### config.mk
export PLATFORM = sky130hd
export DESIGN_NAME = task_mgmt_response_dispatch
export DESIGN_NICKNAME = d
export VERILOG_FILES = /design/src/shared/_unused_dummy_never.sv /design/src/shared/tmr_pkg.sv /design/src/hw/rc_codec.sv /design/src/hw/msg_classifier.sv /design/src/hw/task_mgmt_response_dispatch.sv
export SDC_FILE = /design/constraint.sdc
export NUM_CORES = 1
export LEC_CHECK = 0
export ABC_AREA = 1
export BUFFER_PORTS_ARGS = -buffer_cell sky130_fd_sc_hd__buf_2
export CAP_MARGIN = 20
export CORE_MARGIN = 1.5
export CORE_UTILIZATION = 30
export CTS_BUF_LIST = sky130_fd_sc_hd__clkbuf_4 sky130_fd_sc_hd__clkbuf_8 sky130_fd_sc_hd__clkbuf_16
export DETAILED_ROUTE_END_ITERATION = 10
export PLACE_DENSITY_LB_ADDON = 0.12
export SYNTH_ARGS = -nofsm -noshare
export SYNTH_HDL_FRONTEND = slang
export SYNTH_SLANG_ARGS = --single-unit
### constraint.sdc
create_clock -name clk_in -period 13.9 [get_ports clk_in]
set_clock_uncertainty 0.15 [all_clocks]
set_input_delay 4.17 -clock clk_in [delete_from_list [all_inputs] [get_ports clk_in]]
set_output_delay 4.17 -clock clk_in [all_outputs]
set_load 0.05 [all_outputs]
### src/shared/_unused_dummy_never.sv
// reserved shared file, holds no definitions

### src/shared/tmr_pkg.sv
// constants and types shared by the task management response dispatch block
`default_nettype none
package tmr_pkg;
    // ****************************************************************
    // register byte offsets on the apb bus
    // ****************************************************************
    localparam logic [7:0] OFF_CTRL = 8'h00;   // start and swap flag
    localparam logic [7:0] OFF_RESP = 8'h04;   // service response to report
    localparam logic [7:0] OFF_DEST = 8'h08;   // destination identifier
    localparam logic [7:0] OFF_BUF = 8'h0C;    // location of the built image
    localparam logic [7:0] OFF_RPATH = 8'h10;  // return path identifier
    localparam logic [7:0] OFF_STAT = 8'h14;   // read only status
    localparam logic [7:0] OFF_XOFF = 8'h18;   // transfer offset
    localparam logic [7:0] OFF_XCNT = 8'h1C;   // transfer byte count
    localparam logic [7:0] OFF_XCHAN = 8'h20;  // channel and ordering flag
    localparam logic [7:0] OFF_RXINFO = 8'h24; // last received message info
    // ****************************************************************
    // field positions
    // ****************************************************************
    localparam int CTRL_GO_BIT = 0;
    localparam int CTRL_SWAP_BIT = 1;
    localparam int XCHAN_ORDER_BIT = 16;
    // ****************************************************************
    // message codes and fixed field values
    // ****************************************************************
    localparam logic [7:0] MSG_CODE_TMF = 8'h83;    // task management family
    localparam logic [7:0] MSG_CODE_CMD = 8'h80;    // command message
    localparam logic [7:0] MSG_CODE_STAT = 8'h81;   // status message
    localparam logic [7:0] PROTO_RESP = 8'h03;      // function executed response
    localparam logic [7:0] PROTO_ABORT_TASK = 8'h30;
    localparam logic [7:0] PROTO_ABORT_SET = 8'h31;
    localparam logic [7:0] PROTO_CLEAR_QUEUE = 8'h32;
    localparam logic [7:0] PROTO_TGT_RESET = 8'h33;
    localparam logic [7:0] PROTO_CLEAR_ACA = 8'h34;
    localparam logic [7:0] PROTO_LU_RESET = 8'h35;
    localparam logic [7:0] TAG_ZERO = 8'h00;        // tag of every response
    localparam logic [7:0] SEND_CTRL = 8'h00;       // control of every response
    localparam logic [7:0] RESP_LEN = 8'h08;        // bytes in the response image
    localparam logic [7:0] MIN_RX_LEN = 8'h04;      // shortest acceptable payload
    // ****************************************************************
    // return codes on the transport side
    // ****************************************************************
    localparam logic [7:0] RC_SUCCESS = 8'h00;
    localparam logic [7:0] RC_FAILED = 8'h01;
    localparam logic [7:0] RC_INVALID = 8'h02;
    // service response values
    typedef enum logic [1:0] {SR_REJECTED, SR_COMPLETE, SR_FAILURE} svc_resp_t;
    // dispatch classes of a received message
    typedef enum logic [3:0] {
        MT_NONE, MT_COMMAND, MT_STATUS, MT_ABORT_TASK, MT_ABORT_SET,
        MT_CLEAR_ACA, MT_CLEAR_QUEUE, MT_TGT_RESET, MT_LU_RESET, MT_RESPONSE
    } msg_type_t;
endpackage : tmr_pkg
`default_nettype wire

### src/hw/rc_codec.sv
// return code encoder and decoder for service responses
`timescale 1ns/100ps
`default_nettype none
module rc_codec (
    input wire tmr_pkg::svc_resp_t resp_in,
    input wire logic [7:0] rc_in,
    output logic [7:0] rc_out,
    output tmr_pkg::svc_resp_t resp_out
);
    import tmr_pkg::*;
    // ****************************************************************
    // encode direction
    // ****************************************************************
    always_comb begin
        case (resp_in)
            SR_REJECTED: rc_out = RC_INVALID;
            SR_COMPLETE: rc_out = RC_SUCCESS;
            SR_FAILURE: rc_out = RC_FAILED;
            default: rc_out = RC_FAILED;
        endcase
    end
    // ****************************************************************
    // decode direction, unknown codes read as failure
    // ****************************************************************
    always_comb begin
        case (rc_in)
            RC_INVALID: resp_out = SR_REJECTED;
            RC_SUCCESS: resp_out = SR_COMPLETE;
            default: resp_out = SR_FAILURE;
        endcase
    end
endmodule : rc_codec
`default_nettype wire

### src/hw/msg_classifier.sv
// validation and type classification of a received link message
`timescale 1ns/100ps
`default_nettype none
module msg_classifier (
    input wire logic [7:0] code_in,
    input wire logic [7:0] proto_in,
    input wire logic [7:0] len_in,
    output logic valid_out,
    output tmr_pkg::msg_type_t type_out
);
    import tmr_pkg::*;
    // ****************************************************************
    // type lookup, then length check
    // ****************************************************************
    always_comb begin
        type_out = MT_NONE;
        if (code_in == MSG_CODE_CMD) begin
            type_out = MT_COMMAND;
        end else if (code_in == MSG_CODE_STAT) begin
            type_out = MT_STATUS;
        end else if (code_in == MSG_CODE_TMF) begin
            case (proto_in)
                PROTO_RESP: type_out = MT_RESPONSE;
                PROTO_ABORT_TASK: type_out = MT_ABORT_TASK;
                PROTO_ABORT_SET: type_out = MT_ABORT_SET;
                PROTO_CLEAR_QUEUE: type_out = MT_CLEAR_QUEUE;
                PROTO_TGT_RESET: type_out = MT_TGT_RESET;
                PROTO_CLEAR_ACA: type_out = MT_CLEAR_ACA;
                PROTO_LU_RESET: type_out = MT_LU_RESET;
                default: type_out = MT_NONE;
            endcase
        end
        // too short or unknown counts as invalid
        valid_out = (type_out != MT_NONE) && (len_in >= MIN_RX_LEN);
    end
endmodule : msg_classifier
`default_nettype wire

### src/hw/task_mgmt_response_dispatch.sv
// task management response builder and received message dispatcher
//
// The register addresses and the APB register port were left to the implementer.
`timescale 1ns/100ps
`default_nettype none
// Operation
// - response uses message code 83h, protocol 03h
// - response tag field always zero
// - service response encoded into return code
// - send control value always zero
// - destination equals answered function's destination
// - pass image location and byte length
// - decode received return code, confirm upward
// - transfer offset is four bytes
// - transfer byte count is four bytes
// - message length is one byte
// - channel value is two bytes
// - transport stores message, reports length, control
// - validate first, then dispatch by type
// - task management request raises indication
// - return path field holds path identifier
// - recognise 83h with protocol 30h to 35h
module task_mgmt_response_dispatch #(
    parameter int ADDR_W = 8
) (
    input wire logic clk_in,
    input wire logic rst_in,
    // apb slave
    input wire logic psel_in,
    input wire logic penable_in,
    input wire logic pwrite_in,
    input wire logic [ADDR_W-1:0] paddr_in,
    input wire logic [31:0] pwdata_in,
    output logic [31:0] prdata_out,
    output logic pready_out,
    output logic pslverr_out,
    // send request to transport
    output logic send_req_out,
    output logic [7:0] send_ctrl_out,
    output logic [15:0] send_dest_out,
    output logic [31:0] send_addr_out,
    output logic [7:0] send_len_out,
    output logic send_swap_out,
    output logic [63:0] send_image_out,
    input wire logic send_ack_in,
    input wire logic [7:0] send_rc_in,
    // transfer parameters to transport
    output logic [31:0] xfer_offset_out,
    output logic [31:0] xfer_count_out,
    output logic [15:0] xfer_chan_out,
    output logic xfer_order_out,
    // message arrival from transport
    input wire logic arr_valid_in,
    input wire logic [7:0] arr_ctrl_in,
    input wire logic [31:0] arr_addr_in,
    input wire logic [7:0] arr_len_in,
    input wire logic [7:0] arr_code_in,
    input wire logic [7:0] arr_proto_in,
    input wire logic [7:0] arr_rc_in,
    // upward indications
    output logic disp_valid_out,
    output tmr_pkg::msg_type_t disp_type_out,
    output logic tmf_ind_out,
    output logic [31:0] tmf_obj_out,
    output logic [7:0] tmf_func_out,
    output logic conf_valid_out,
    output tmr_pkg::svc_resp_t conf_resp_out
);
    import tmr_pkg::*;

    // ****************************************************************
    // elaboration check
    // ****************************************************************
    generate
        if (ADDR_W < 8) begin : g_bad_addr
            $error("address bus too narrow for the register map");
        end
    endgenerate

    // ****************************************************************
    // state
    // ****************************************************************
    typedef enum logic {ST_IDLE, ST_SEND} send_state_t;
    typedef struct packed {
        logic [31:0] prdata;        // read data latched at setup
        logic pready;               // high in the first access cycle
        logic pslverr;              // unmapped address
        send_state_t sst;           // send sequencer
        logic swap;                 // swap flag register
        svc_resp_t resp;            // service response register
        logic [15:0] dest;          // destination register
        logic [31:0] buf_addr;      // image location register
        logic [31:0] rpath;         // return path register
        logic [31:0] xoff;          // transfer offset
        logic [31:0] xcnt;          // transfer byte count
        logic [15:0] xchan;         // channel
        logic order;                // ordering flag
        logic [15:0] s_dest;        // snapshot for the send
        logic [31:0] s_addr;
        logic s_swap;
        logic [63:0] s_image;
        svc_resp_t send_result;     // outcome of last send
        logic disp_valid;
        msg_type_t disp_type;
        logic tmf_ind;
        logic [31:0] tmf_obj;
        logic [7:0] tmf_func;
        logic conf_valid;
        svc_resp_t conf_resp;
        logic [7:0] rx_ctrl;        // last received control
        logic [7:0] rx_len;         // last received length
        logic [7:0] drop_cnt;       // invalid messages seen
    } state_t;

    state_t st_ff;
    state_t nxt_st;

    // ****************************************************************
    // helpers
    // ****************************************************************
    logic [7:0] enc_rc;          // encoded return code of resp register
    svc_resp_t dec_resp;         // decoded return code of arrival
    logic rx_ok;                 // arrival passes validation
    msg_type_t rx_type;          // arrival class
    logic [7:0] dummy_rc;        // unused encode of arrival side
    svc_resp_t ack_resp;         // decoded transport return code

    rc_codec u_enc (
        .resp_in(st_ff.resp),
        .rc_in(send_rc_in),
        .rc_out(enc_rc),
        .resp_out(ack_resp)
    );

    rc_codec u_dec (
        .resp_in(SR_FAILURE),
        .rc_in(arr_rc_in),
        .rc_out(dummy_rc),
        .resp_out(dec_resp)
    );

    msg_classifier u_cls (
        .code_in(arr_code_in),
        .proto_in(arr_proto_in),
        .len_in(arr_len_in),
        .valid_out(rx_ok),
        .type_out(rx_type)
    );

    // ****************************************************************
    // next state
    // ****************************************************************
    always_comb begin
        logic [7:0] woff;
        logic hit;
        logic [31:0] rd;
        logic access;
        woff = {paddr_in[7:2], 2'b00};
        hit = 1'b1;
        rd = 32'h0000_0000;
        access = psel_in && penable_in && st_ff.pready;
        nxt_st = st_ff;
        nxt_st.pready = 1'b0;
        nxt_st.pslverr = 1'b0;
        nxt_st.disp_valid = 1'b0;
        nxt_st.tmf_ind = 1'b0;
        nxt_st.conf_valid = 1'b0;
        // read mux and address decode
        case (woff)
            OFF_CTRL: rd[CTRL_SWAP_BIT] = st_ff.swap;
            OFF_RESP: rd[1:0] = st_ff.resp;
            OFF_DEST: rd[15:0] = st_ff.dest;
            OFF_BUF: rd = st_ff.buf_addr;
            OFF_RPATH: rd = st_ff.rpath;
            OFF_STAT: rd = {8'h00, st_ff.drop_cnt, 4'h0, st_ff.disp_type,
                            2'b00, st_ff.send_result, 3'b000, st_ff.sst};
            OFF_XOFF: rd = st_ff.xoff;
            OFF_XCNT: rd = st_ff.xcnt;
            OFF_XCHAN: rd = {15'h0000, st_ff.order, st_ff.xchan};
            OFF_RXINFO: rd = {st_ff.tmf_func, st_ff.rx_ctrl, st_ff.rx_len,
                              6'h00, st_ff.conf_resp};
            default: hit = 1'b0;
        endcase
        if (ADDR_W > 8 && paddr_in >= ADDR_W'(256)) begin
            hit = 1'b0;
        end
        // setup phase: answer ready on the first access cycle
        if (psel_in && !penable_in) begin
            nxt_st.pready = 1'b1;
            nxt_st.pslverr = !hit;
            nxt_st.prdata = (hit && !pwrite_in) ? rd : 32'h0000_0000;
        end
        // writes land at the access edge
        if (access && pwrite_in && hit) begin
            case (woff)
                OFF_CTRL: nxt_st.swap = pwdata_in[CTRL_SWAP_BIT];
                OFF_RESP: nxt_st.resp = svc_resp_t'(pwdata_in[1:0]);
                OFF_DEST: nxt_st.dest = pwdata_in[15:0];
                OFF_BUF: nxt_st.buf_addr = pwdata_in;
                OFF_RPATH: nxt_st.rpath = pwdata_in;
                OFF_XOFF: nxt_st.xoff = pwdata_in;
                OFF_XCNT: nxt_st.xcnt = pwdata_in;
                OFF_XCHAN: begin
                    nxt_st.xchan = pwdata_in[15:0];
                    nxt_st.order = pwdata_in[XCHAN_ORDER_BIT];
                end
                default: nxt_st.swap = st_ff.swap;
            endcase
        end
        // send sequencer
        case (st_ff.sst)
            ST_IDLE: begin
                // start ignored while a send is outstanding
                if (access && pwrite_in && woff == OFF_CTRL && pwdata_in[CTRL_GO_BIT]) begin
                    nxt_st.sst = ST_SEND;
                    nxt_st.s_dest = st_ff.dest;
                    nxt_st.s_addr = st_ff.buf_addr;
                    // swap flag travels with the request
                    nxt_st.s_swap = pwdata_in[CTRL_SWAP_BIT];
                    nxt_st.s_image = {st_ff.rpath, enc_rc, TAG_ZERO,
                                      PROTO_RESP, MSG_CODE_TMF};
                end
            end
            ST_SEND: begin
                if (send_ack_in) begin
                    nxt_st.sst = ST_IDLE;
                    nxt_st.send_result = (ack_resp == SR_COMPLETE) ? SR_COMPLETE
                                                                   : SR_FAILURE;
                end
            end
            default: nxt_st.sst = ST_IDLE;
        endcase
        if (arr_valid_in) begin
            nxt_st.rx_ctrl = arr_ctrl_in;
            nxt_st.rx_len = arr_len_in;
            if (!rx_ok) begin
                nxt_st.drop_cnt = st_ff.drop_cnt + 8'h01;
            end else begin
                nxt_st.disp_valid = 1'b1;
                nxt_st.disp_type = rx_type;
                case (rx_type)
                    MT_ABORT_TASK, MT_ABORT_SET, MT_CLEAR_QUEUE,
                    MT_TGT_RESET, MT_CLEAR_ACA, MT_LU_RESET: begin
                        nxt_st.tmf_ind = 1'b1;
                        nxt_st.tmf_obj = arr_addr_in;
                        nxt_st.tmf_func = arr_proto_in;
                    end
                    MT_RESPONSE: begin
                        nxt_st.conf_valid = 1'b1;
                        nxt_st.conf_resp = dec_resp;
                    end
                    default: nxt_st.tmf_ind = 1'b0;
                endcase
            end
        end
    end

    // ****************************************************************
    // state register
    // ****************************************************************
    always_ff @(posedge clk_in or posedge rst_in) begin
        if (rst_in) begin
            st_ff <= '0;
        end else begin
            st_ff <= nxt_st;
        end
    end

    // ****************************************************************
    // outputs, all from the state register except the constant send_ctrl_out and send_len_out
    // ****************************************************************
    assign prdata_out = st_ff.prdata;
    assign pready_out = st_ff.pready;
    assign pslverr_out = st_ff.pslverr;
    assign send_req_out = (st_ff.sst == ST_SEND);
    assign send_ctrl_out = SEND_CTRL;
    assign send_dest_out = st_ff.s_dest;
    assign send_addr_out = st_ff.s_addr;
    assign send_len_out = RESP_LEN;
    assign send_swap_out = st_ff.s_swap;
    assign send_image_out = st_ff.s_image;
    assign xfer_offset_out = st_ff.xoff;
    assign xfer_count_out = st_ff.xcnt;
    assign xfer_chan_out = st_ff.xchan;
    assign xfer_order_out = st_ff.order;
    assign disp_valid_out = st_ff.disp_valid;
    assign disp_type_out = st_ff.disp_type;
    assign tmf_ind_out = st_ff.tmf_ind;
    assign tmf_obj_out = st_ff.tmf_obj;
    assign tmf_func_out = st_ff.tmf_func;
    assign conf_valid_out = st_ff.conf_valid;
    assign conf_resp_out = st_ff.conf_resp;
endmodule : task_mgmt_response_dispatch
`default_nettype wire

==> reports/qor.yml <==
route:
  drt-total-wl_um: 58610
  route.vias.total: 13080
  drtAntennaViolNets: 0
  vias_per_cell: 4.517
  drtIter0Drc: 1015
  routedWlPerCell_um: 20.24
  dr.pass1.iters: 6
  drcViolationCount: 0
clock_tree:
  hold_buffers: 0
  cts.path.max_buffers: 3
  cts_max_level: 2
  cts_post_setup_buffers_inserted: 0
  clk_latency_ns: 0.58
  cts_sinks: 358
  cts_tree: "done"
  clk_pin_slew_worst_paths_ns: 0.06
  cts_made_buffers: 44
  post_cts_resized: 0
  cts-root-buf: "clkbuf_16"
worst_setup_path:
  path_cells: "buf_2, inv_2, nand2_1, nor2_4, nand2_1, nand2_1, inv_2, nand2_4, nand2_8, nor2_4, buf_4, mux2_1"
  worst_setup_path_start_kind: "primary input"
  path_common_cell: "nand2_1"
  cp.buffers_inverters: 4
  critical-path-slowest-cell: "nor2_4"
  critPathRequiredTime_ns: 14.20
  r2r_setup_slack_ns: 11.19
  max_stage_delay_ns: 0.64
  path_delay_family: "simple AND/OR/NAND/NOR gates"
  endpoint_kind: "flip-flop"
  crit_path_max_fanout: 32
  crit_arrival_ns: 7.13
  critPathKind: "primary input to flip-flop"
sta:
  period_minus_slack_ns: 6.834
  tightest_slew_ns: 1.007
  rsz0062_at_grt: "false"
  fmax_ghz: 0.1463
  hold_viol: 0
  post-route-period-util: 0.4917
  maxSlewViolCount: 0
  setup_viol_count_final: 0
  worst_slack_ns: 7.066
  slew_headroom: 0.3274
  timing.setup.tns_ns: 0
final_layout:
  fin_nets: 2233
  fill_cells: 5950
  syn_to_final_growth_pct: 12.19
  fin_cells: 2896
  final_area_um2: 19460
  multi_input_area_um2: 5155
  drive_gt1_frac: 0.2394
  ff_latch_area_um2: 8959
synthesis:
  synth.largest_area_cell: "dfrtp_1"
  ys_seq_area_frac: 0.5166
  synthTopCellsByCount: "466 x nand2_1, 358 x dfrtp_1, 290 x buf_4, 281 x o21ai_0, 218 x inv_1"
  synthMostInstantiatedCell: "nand2_1"
  synthCells: 1998
  synthArstFlopShare: 1.000
  ys_seq_elements: 358
  ys.flop_type: "dfrtp_1"
  netlist_area_um2: 17340
  synth_edf_count: 0
  synthTopCellsByArea: "dfrtp_1 52%, buf_4 13%, nand2_1 10%"
  yosys.cell_types.count: 46
  synth_top_cell_area_share: 0.5166
  avgSynthCellArea_um2: 8.680
  yosysWarnings: 0
global_routing:
  antenna_found_initial: 1
  track_usage: 0.1950
  grt-ovfl-total: 0
  grt_pass1_wl_um: 85950
  grt_start_max_net_pins: 164
  first_global_vias: 12530
placement:
  placed_area_um2: 17910
  place_ws_ns: 6.446
  dpl.hpwl_um: 42500
  gp_congestion: 0.8483
  dp.cells: 2815
  portBuffers: 377
power:
  powerDensity_nw_per_um2: 127.1
  leakage_nw: 10.31
  pwr-share-comb: 0.070
  swShare: 0.2496
  sequentialPowerShare: 0.436
  ir_drop_mv: 0.07624
  pwr-share-clk: 0.495
  p_switching_uw: 617.0
  p_int_mw: 1.855
floorplanning:
  core_um2: 56710
  die_area_um2: 59260
  start_util: 0.3058
  rows: 87
  io_pins: 421
  fp.dieW_um: 243.4
  dieHeight_um: 243.4
hold_path:
  hold_path.class: "flip-flop to flip-flop"
run:
  drv_cap: 0
outcome:
  status: "finished clean"
[state kept, by name, summed over array words and instances (netlist names)]
| name | cells |
|---|---|
| send_swap_out | 1 |
| conf_resp_out | 2 |
| send_req_out | 1 |
| tmf_func_out | 8 |
| xfer_offset_out | 32 |
| st_ff | 109 |
| xfer_chan_out | 16 |
| send_addr_out | 32 |
| tmf_ind_out | 1 |
| pready_out | 1 |
| send_image_out | 35 |
| send_dest_out | 16 |
| xfer_order_out | 1 |
| disp_valid_out | 1 |
| conf_valid_out | 1 |
| tmf_obj_out | 32 |
| pslverr_out | 1 |
| prdata_out | 32 |
| disp_type_out | 4 |
| xfer_count_out | 32 |
[cells in the final DEF, fill, tap and decap left out, drive strengths merged]
master	n
dfrtp	358
nor3	17
clkinv	9
nand2	474
o2111ai	2
clkinvlp	3
diode	1
o211ai	4
or2	1
a221oi	1
buf	390
xor2	6
o21a	2
a22oi	4
nor4	9
ha	1
a31oi	2
inv	224
a22o	1
nor2	70
conb	41
o22ai	61
o21bai	1
a211oi	8
bufinv	5
mux2	12
xnor2	1
nand4	8
o221ai	6
o31ai	1
o21ai	293
clkbuf	63
a21oi	8
nand3	53
[area by class of cell]
type / count / share of cell area
antenna: 1 / 0.0001286
clock buffer: 63 / 0.06772
clock inverter: 17 / 0.01145
inverter: 224 / 0.04341
multi-input combinational: 1087 / 0.2650
sequential: 358 / 0.4604
tap: 756 / 0.04862
timing repair buffer: 390 / 0.1033
[through the flow]
stage / hold slack, ns / utilization / power (mW)
floorplan: 0.2922 / - / 1.219
global placement: 0.3005 / 0.3159 / 1.267
detailed placement: 0.3049 / 0.3159 / 1.270
CTS: 0.3193 / 0.3430 / 2.509
global route: 0.3370 / 0.3430 / 2.567
finish: 0.3204 / 0.3431 / 2.472
[logic make-up after synthesis]
group / share of synthesized area
AOI/OAI and AO/OA: 0.1235
xor gates and xnor gates: 0.003535
adders and majority gates: 0.0007213
buffers and inverters: 0.1951
DFF: 0.5166
muxes: 0.007792
other: 0.0004330
and+or+nand+nor: 0.1524
[worst paths after layout]
| check | from | end | cells after the start |
|---|---|---|---|
| max | paddr_in[3] | xfer_offset_out[4] | 12 |
| min | tmf_obj_out[26] | tmf_obj_out[26] | 2 |
| max reg2reg | pready_out | xfer_offset_out[4] | 6 |
| min reg2reg | tmf_obj_out[26] | tmf_obj_out[26] | 2 |
| max in group asynchronous | rst_in | xfer_offset_out[6] | 3 |
| min in group asynchronous | rst_in | send_image_out[60] | 2 |
[power groups by stage]
stage / sequential [mW] / combinational (mW) / clock (mW)
2_1_floorplan: 1.09 / 0.126 / 0
3_3_place_gp: 1.09 / 0.173 / 0
3_5_place_dp: 1.10 / 0.174 / 0
4_1_cts: 1.08 / 0.175 / 1.26
5_1_grt: 1.08 / 0.190 / 1.30
6_report: 1.08 / 0.173 / 1.22
[metal layers]
| layer | share of wire | track usage | up-vias | wire length [um] |
|---|---|---|---|---|
| li1 | - | - | 6280 | - |
| met1 | 0.47 | 0.2816 | 6286 | 27640 |
| met2 | 0.43 | 0.2842 | 435 | 25140 |
| met3 | 0.078 | 0.05629 | 79 | 4573 |
| met4 | 0.021 | 0.04768 | 2 | 1254 |
| met5 | 0.00012 | 0 | - | 7 |
[worst register-to-register path: stages (launching register included)]
cell     delay, ns
dfrtp_1       0.34
nand4_1       0.22
inv_1         0.23
nand2_8       0.13
nor2_4        0.65
buf_4         0.49
mux2_1        0.39
Power figures use the tool's default switching activity.
